**config.mk**
```make
export PLATFORM = sky130hd
export DESIGN_NAME = ppm_port_pin_mux
export DESIGN_NICKNAME = d
export VERILOG_FILES = /design/src/rtl/ppm_pkg.sv /design/src/rtl/ppm_port_pin_mux.sv
export SDC_FILE = /design/constraint.sdc
export NUM_CORES = 1
export LEC_CHECK = 0
export BUFFER_PORTS_ARGS = -buffer_cell sky130_fd_sc_hd__clkbuf_2
export CORE_AREA = 2 2 132 134
export DETAILED_ROUTE_END_ITERATION = 16
export DIE_AREA = 0 0 134 136
export HOLD_SLACK_MARGIN = 0.02
export PLACE_DENSITY_LB_ADDON = 0.25
export SETUP_SLACK_MARGIN = 0.4
export SLEW_MARGIN = 5
export SYNTH_ARGS = -nofsm -noshare
export SYNTH_HDL_FRONTEND = slang
export SYNTH_SLANG_ARGS = --single-unit
export TNS_END_PERCENT = 50
```
**constraint.sdc**
```tcl
create_clock -name ref_clk -period 3.1 [get_ports ref_clk]
set_clock_uncertainty 0.05 [all_clocks]
set_input_delay 0.155 -clock ref_clk [delete_from_list [all_inputs] [get_ports ref_clk]]
set_output_delay 0.155 -clock ref_clk [all_outputs]
set_load 0.01 [all_outputs]
```
**src/rtl/ppm_pkg.sv**
```systemverilog
// Constants and types shared by the port pin function multiplexer
package ppm_pkg;

  // ****************************************
  // System configuration bit positions
  // ****************************************
  localparam int unsigned SYS_HOST_MODE_BIT = 1;
  localparam int unsigned SYS_CHANB_BIT = 2;
  localparam int unsigned SYS_PORTB_LOW_BIT = 5;
  localparam int unsigned SYS_PORTB_HIGH_BIT = 6;
  localparam int unsigned SYS_PORTC_BIT = 7;

  // ****************************************
  // Interrupt-edge/pin-mux bit positions
  // ****************************************
  localparam int unsigned PMX_DAISY_BIT = 2;
  localparam int unsigned PMX_MEMSTRB_BIT = 3;

  // ****************************************
  // Reset values and pin slices
  // ****************************************
  localparam logic [7:0] SYS_CFG_RESET = 8'h00;
  localparam logic [7:0] PIN_MUX_RESET = 8'h00;
  localparam int unsigned PB_HIGH_LSB = 5;
  localparam int unsigned PB_CTS_IDX = 1;
  localparam int unsigned PC_SHARED_IDX = 2;
  localparam logic IDLE_LEVEL = 1'h1;

  // One pin or one function's drive: level and active-low enable
  typedef struct packed {
    logic out;
    logic oenN;
  } ppm_pad_t;

  // Triple-function pin owner
  typedef enum logic [1:0] {
    TRI_CPU,
    TRI_CHANB,
    TRI_HOST
  } ppm_tri_t;

  // All configuration register state
  typedef struct packed {
    logic [7:0] sysCfg;
    logic [7:0] pinMux;
  } ppm_state_t;

endpackage

```
**src/rtl/ppm_port_pin_mux.sv**
```systemverilog
// Pin function multiplexer for parallel ports and peripheral signal sets
`timescale 1ns/1ps

module ppm_port_pin_mux (
  input wire logic ref_clk,
  input wire logic reset_n,
  input wire logic sysCfgWrite,
  input wire logic [7:0] sysCfgData,
  output logic [7:0] sysCfgRead,
  input wire logic pinMuxWrite,
  input wire logic [7:0] pinMuxData,
  output logic [7:0] pinMuxRead,
  input wire logic [7:0] pbPinIn,
  output ppm_pkg::ppm_pad_t [7:0] pbPinDrv,
  input ppm_pkg::ppm_pad_t [7:0] portBDrv,
  output logic [7:0] portBRead,
  input ppm_pkg::ppm_pad_t [7:0] periBDrv,
  output logic [7:0] periBIn,
  input wire logic [5:0] pcPinIn,
  output ppm_pkg::ppm_pad_t [5:0] pcPinDrv,
  input ppm_pkg::ppm_pad_t [5:0] portCDrv,
  output logic [7:0] portCRead,
  input wire logic extIntTwoN,
  input wire logic extIntOneN,
  input ppm_pkg::ppm_pad_t [5:0] chanADrv,
  output logic [5:0] chanAIn,
  input wire logic memWriteStrobeN,
  input wire logic [7:0] paPinIn,
  output ppm_pkg::ppm_pad_t [7:0] paPinDrv,
  input ppm_pkg::ppm_pad_t [7:0] portADrv,
  output logic [7:0] portARead,
  input ppm_pkg::ppm_pad_t [7:0] hostDataDrv,
  output logic [7:0] hostDataIn,
  input wire logic [6:0] cbPinIn,
  output ppm_pkg::ppm_pad_t [6:0] cbPinDrv,
  input ppm_pkg::ppm_pad_t [6:0] chanBDrv,
  output logic [6:0] chanBIn,
  input ppm_pkg::ppm_pad_t [6:0] hostCtlDrv,
  output logic [6:0] hostCtlIn,
  input wire logic [2:0] triPinIn,
  output ppm_pkg::ppm_pad_t [2:0] triPinDrv,
  input ppm_pkg::ppm_pad_t [2:0] cpuTriDrv,
  output logic [2:0] cpuTriIn,
  input ppm_pkg::ppm_pad_t [2:0] chanBTriDrv,
  output logic [2:0] chanBTriIn,
  input ppm_pkg::ppm_pad_t [2:0] hostTriDrv,
  output logic [2:0] hostTriIn,
  input wire logic auxIoChipSelN,
  input wire logic daisyChainEnOut,
  output logic csIeoPin,
  input wire logic memReadStrobeN,
  input wire logic memRequestN,
  output logic memStrobePin
);

  // ****************************************
  // Reset release
  // ****************************************
  logic rstMeta_r;
  logic rstN;

  always_ff @(posedge ref_clk or negedge reset_n)
  begin
    if (!reset_n)
    begin
      rstMeta_r <= 1'h0;
      rstN <= 1'h0;
    end
    else
    begin
      rstMeta_r <= 1'h1;
      rstN <= rstMeta_r;
    end
  end

  // ****************************************
  // Configuration state
  // ****************************************
  ppm_pkg::ppm_state_t state_r;
  ppm_pkg::ppm_state_t state_nxt;

  always_comb
  begin
    state_nxt = state_r;
    if (sysCfgWrite)
    begin
      state_nxt.sysCfg = sysCfgData;
    end
    if (pinMuxWrite)
    begin
      state_nxt.pinMux = pinMuxData;
    end
  end

  always_ff @(posedge ref_clk or negedge rstN)
  begin
    if (!rstN)
    begin
      state_r.sysCfg <= ppm_pkg::SYS_CFG_RESET;
      state_r.pinMux <= ppm_pkg::PIN_MUX_RESET;
    end
    else
    begin
      state_r <= state_nxt;
    end
  end

  assign sysCfgRead = state_r.sysCfg;
  assign pinMuxRead = state_r.pinMux;

  // ****************************************
  // Decode
  // ****************************************
  // Bits 1,2: 00/10 CPU, 01 channel B, 11 host
  function automatic ppm_pkg::ppm_tri_t triOwner(input logic [7:0] cfg);
    if (cfg[ppm_pkg::SYS_CHANB_BIT] && cfg[ppm_pkg::SYS_HOST_MODE_BIT])
      return ppm_pkg::TRI_HOST;
    else if (cfg[ppm_pkg::SYS_CHANB_BIT])
      return ppm_pkg::TRI_CHANB;
    else
      return ppm_pkg::TRI_CPU;
  endfunction

  logic hostMode;
  logic portBLow;
  logic portBHigh;
  logic portCMode;
  logic memStrbAlt;
  logic [7:0] portBSel;
  ppm_pkg::ppm_tri_t triSel;

  assign hostMode = state_r.sysCfg[ppm_pkg::SYS_HOST_MODE_BIT];
  assign portBLow = state_r.sysCfg[ppm_pkg::SYS_PORTB_LOW_BIT];
  assign portBHigh = state_r.sysCfg[ppm_pkg::SYS_PORTB_HIGH_BIT];
  assign portCMode = state_r.sysCfg[ppm_pkg::SYS_PORTC_BIT];
  assign memStrbAlt = state_r.pinMux[ppm_pkg::PMX_MEMSTRB_BIT];
  assign portBSel = {{3{portBHigh}}, {5{portBLow}}};
  assign triSel = triOwner(state_r.sysCfg);

  // ****************************************
  // Port B pins
  // ****************************************
  genvar gi;
  generate
    for (gi = 0; gi < 8; gi++)
    begin : gPortB
      assign pbPinDrv[gi] = portBSel[gi] ? portBDrv[gi] : periBDrv[gi];
      if (gi == ppm_pkg::PB_CTS_IDX)
      begin : gCts
        // Transmitter of async 0 stays enabled when its gate pin is lost
        assign periBIn[gi] = portBSel[gi] ? 1'h0 : pbPinIn[gi];
      end
      else
      begin : gOther
        assign periBIn[gi] = portBSel[gi] ? ppm_pkg::IDLE_LEVEL : pbPinIn[gi];
      end
    end
  endgenerate

  assign portBRead = pbPinIn;

  // ****************************************
  // Port C pins
  // ****************************************
  generate
    for (gi = 0; gi < 6; gi++)
    begin : gPortC
      if (gi == ppm_pkg::PC_SHARED_IDX)
      begin : gShared
        // Memory-write strobe owns the pin until pin-mux bit 3 is set
        // One continuous driver: the pad vector is a single packed variable
        assign pcPinDrv[gi] = !memStrbAlt
          ? ppm_pkg::ppm_pad_t'{out: memWriteStrobeN, oenN: 1'h0}
          : (portCMode ? portCDrv[gi] : chanADrv[gi]);
        assign chanAIn[gi] = (memStrbAlt && !portCMode) ? pcPinIn[gi] : ppm_pkg::IDLE_LEVEL;
      end
      else
      begin : gPlain
        assign pcPinDrv[gi] = portCMode ? portCDrv[gi] : chanADrv[gi];
        assign chanAIn[gi] = portCMode ? ppm_pkg::IDLE_LEVEL : pcPinIn[gi];
      end
    end
  endgenerate

  // Bits 7 and 6 have no pin of their own and nothing to drive
  assign portCRead = {extIntTwoN, extIntOneN, pcPinIn};

  // ****************************************
  // Port A and host data bus
  // ****************************************
  generate
    for (gi = 0; gi < 8; gi++)
    begin : gPortA
      assign paPinDrv[gi] = hostMode ? hostDataDrv[gi] : portADrv[gi];
      assign hostDataIn[gi] = hostMode ? paPinIn[gi] : ppm_pkg::IDLE_LEVEL;
    end
  endgenerate

  assign portARead = paPinIn;

  // ****************************************
  // Channel B and host control pins
  // ****************************************
  // Host strobes read as idle in mode 0 so no stray host cycles start
  generate
    for (gi = 0; gi < 7; gi++)
    begin : gHostCtl
      assign cbPinDrv[gi] = hostMode ? hostCtlDrv[gi] : chanBDrv[gi];
      assign hostCtlIn[gi] = hostMode ? cbPinIn[gi] : ppm_pkg::IDLE_LEVEL;
      assign chanBIn[gi] = hostMode ? ppm_pkg::IDLE_LEVEL : cbPinIn[gi];
    end
  endgenerate

  // ****************************************
  // Triple-function pins
  // ****************************************
  // One process for all three pins keeps each output to a single driver
  always_comb
  begin
    cpuTriIn = {3{ppm_pkg::IDLE_LEVEL}};
    chanBTriIn = {3{ppm_pkg::IDLE_LEVEL}};
    hostTriIn = {3{ppm_pkg::IDLE_LEVEL}};
    triPinDrv = cpuTriDrv;
    unique case (triSel)
      ppm_pkg::TRI_CPU:
      begin
        triPinDrv = cpuTriDrv;
        cpuTriIn = triPinIn;
      end
      ppm_pkg::TRI_CHANB:
      begin
        triPinDrv = chanBTriDrv;
        chanBTriIn = triPinIn;
      end
      ppm_pkg::TRI_HOST:
      begin
        triPinDrv = hostTriDrv;
        hostTriIn = triPinIn;
      end
      default:
      begin
        triPinDrv = cpuTriDrv;
      end
    endcase
  end

  // ****************************************
  // Output-only shared pins
  // ****************************************
  assign csIeoPin = state_r.pinMux[ppm_pkg::PMX_DAISY_BIT] ? daisyChainEnOut
                                                          : auxIoChipSelN;
  assign memStrobePin = memStrbAlt ? memRequestN : memReadStrobeN;
endmodule

```
==> results_dict.tcl <==
set metrics [dict create \
    layout_setup_ws_ns 1.11 \
    finalCriticalPeriod_ns 1.99 \
    ys_ff_latch 18 \
    dieArea_sq_mm 0.0182 \
    power_leakage_nw 2.13 \
    antenna_cells 0 \
    routed_via_density 3.61 \
    cts_root_buf "clkbuf_16" \
    area_growth_pct 86.5 \
    worstHoldEndpoint "sysCfgRead[3]" \
    mostFrequentLayoutCell "clkbuf_2" \
    crit_chain "buf_4 -> mux2i_1 -> a21oi_1 -> clkbuf_2" \
    post_cts_buffers 0 \
    wirelength_um 9450 \
    cts_made_buffers 3 \
    synthesis.nets 396 \
    nets 702 \
    power_switching_mw 0.410 \
    place_congestion 0.793 \
    end_kind "output port" \
    fp.coreArea_sq_mm 0.0169 \
    synth_compound_area_share_pct 1.71 \
    intPower_mw 0.782 \
    synth_fa_ha_area_share_pct 0 \
    grt_pass1_vias 2580 \
    cts_tree "built" \
    syn_inst 203 \
    start_util_pct 12.1 \
    power_mw 1.19 \
    fin_setup_tns_ns 0 \
    num_vias 2646 \
    hold_start "sysCfgData[3]" \
    r2r-end "sysCfgRead[7]" \
    drv_cap 0 \
    grt_pass1_wl_um 13200 \
    gr-total-overflow 0 \
    ys_warn_count 0 \
    max_freq_mhz 503 \
    comb_power_share_pct 50.9 \
    worstHoldPathCells 2 \
    ctsResizeCount 0 \
    ys_seq_area_share_pct 22.0 \
    final_layout_size_suffix_gt1_share_pct 86.8 \
    slew_headroom_pct 53.3 \
    first_pass_iters 4 \
    status "finished clean" \
    cp_slowest_cell "buf_4" \
    synthMuxAreaShare_pct 44.6 \
    rsz0062_at_grt "no" \
    setup_viol 0 \
    grt_antenna_before_repair 0 \
    rows 48 \
    post_synth_and_or_nand_nor_area_fraction_pct 16.0 \
    grt_max_degree 61 \
    clock_latency_ns 0.25 \
    r2r-start "sysCfgRead[7]" \
    crit_type "flip-flop to output port" \
    port_buffers 339 \
    power_per_cell_area_mw_per_mm2 312 \
    arrival_ns 1.78 \
    worst_pin_slew_ns 0.701 \
    synthesis.area_sq_mm 0.00205 \
    p_seq_share_pct 25.0 \
    fp.dieH_um 136 \
    drt_iter0_markers 68 \
    place_ws_ns 1.33 \
    drtAntennaViolNets 0 \
    drc 0 \
    swShare_pct 34.4 \
    final-max-slew-violation-count 0 \
    ios 344 \
    critPathMaxStageDelay_ns 0.52 \
    cp_max_fo 60 \
    clk_pin_slew_ns 0.06 \
    cts.sinks 18 \
    wire_per_inst_um 12.9 \
    cts.path.max_buffers 2 \
    mostFrequentLayoutCells "339 x clkbuf_2, 74 x mux2_2, 22 x or2_2" \
    irDropWorstVdd_mv 0.234 \
    hp-class "input pin to flip-flop" \
    synth_top_family_by_area "multiplexers" \
    dp_hpwl_um 8460 \
    cp.required_ns 2.89 \
    period_share_pct 64.2 \
    grt_usage_pct 9.03 \
    synthXorXnorAreaFrac_pct 0 \
    htree_levels 1 \
    start_kind "flip-flop" \
    synth.avg_cell_area_sq_um 10.1 \
    pwr-share-clk_pct 24.1 \
    rr_worst_depth 1 \
    finalHoldViolations 0 \
    chipWidth_um 134 \
    yosysUniqueCellTypes 15 \
    reg2reg_slack_ns 1.92 \
]
==> registers in the layout, summed over array words and instances, names as in the netlist <==
signal / cells
sysCfgRead: 8
rstMeta_r: 1
rstN: 1
pinMuxRead: 8
==> routing by layer <==
layer,global-route usage (%),vias to the layer above,share of wire (%)
met5,0,-,0
met4,0.709,0,0.20
met3,2.35,2,10
met2,17.9,172,54
met1,9.94,1197,36
li1,-,1275,-
==> through the flow <==
stage	instances	hold WS, ns	utilization, %	cell area (sq um)
floorplan	203	-0.191	-	2050
global route	733	0.0908	22.6	3810
detailed placement	728	-0.103	22.0	3720
global placement	728	-0.108	22.0	3720
finish	733	0.0878	22.6	3810
CTS	733	0.0830	22.6	3810
==> synthesized netlist by cell type (all sizes together) <==
library cell	instances	area share, %
conb	1	0.18
dfrtp	18	22
or3b	1	0.43
buf	40	15
nor2	7	1.3
nor2b	3	0.92
a21oi	7	1.7
mux2	74	41
nand2	1	0.18
or2	25	7.6
mux2i	8	3.9
nand2b	18	5.5
==> cell type report <==
cell class | instances | area, sq um
flip-flops and latches | 18 | 452
multi-input cells | 145 | 1280
well taps | 225 | 282
repair buffers | 341 | 1710
fillers | 1873 | 13100
clock buffers | 4 | 88.8
==> what timing repair did <==
action / CTS / global route
hold buffers: 1 / 0
endpoints found under the setup margin: 0 / 0
endpoints found under the hold margin: 2 / 0
==> how the worst max path moves through the flow <==
stage | startpoint | endpoint | slack, ns
after floorplan | sysCfgRead[1] | triPinDrv[0] | 1.87
after global placement | sysCfgRead[1] | triPinDrv[3] | 1.39
after detailed placement | sysCfgRead[1] | triPinDrv[3] | 1.33
after CTS | sysCfgRead[1] | triPinDrv[3] | 1.05
after global routing | sysCfgRead[1] | triPinDrv[5] | 0.99
final | sysCfgRead[1] | triPinDrv[3] | 1.11
==> worst max-delay path: cells and delay by family (launching register included) <==
family | cells | cell delay (ns)
buffers and inverters | 2 | 0.72
DFF | 1 | 0.36
AOI/OAI and AO/OA | 1 | 0.22
muxes | 1 | 0.17
==> logic make-up after synthesis <==
logic type             Yosys count
and+or+nand+nor                 55
DFF                             18
other                            1
AOI/OAI and AO/OA                7
buffers and inverters           40
muxes                           82
==> power groups by stage <==
stage	logic (mW)	registers (mW)	clock network, mW
floorplan	0.353	0.287	0
global placement	0.613	0.302	0
detailed placement	0.617	0.304	0
CTS	0.621	0.300	0.299
global route	0.659	0.306	0.310
finish	0.607	0.298	0.287
Note: power is estimated with default switching activity, not from simulation.
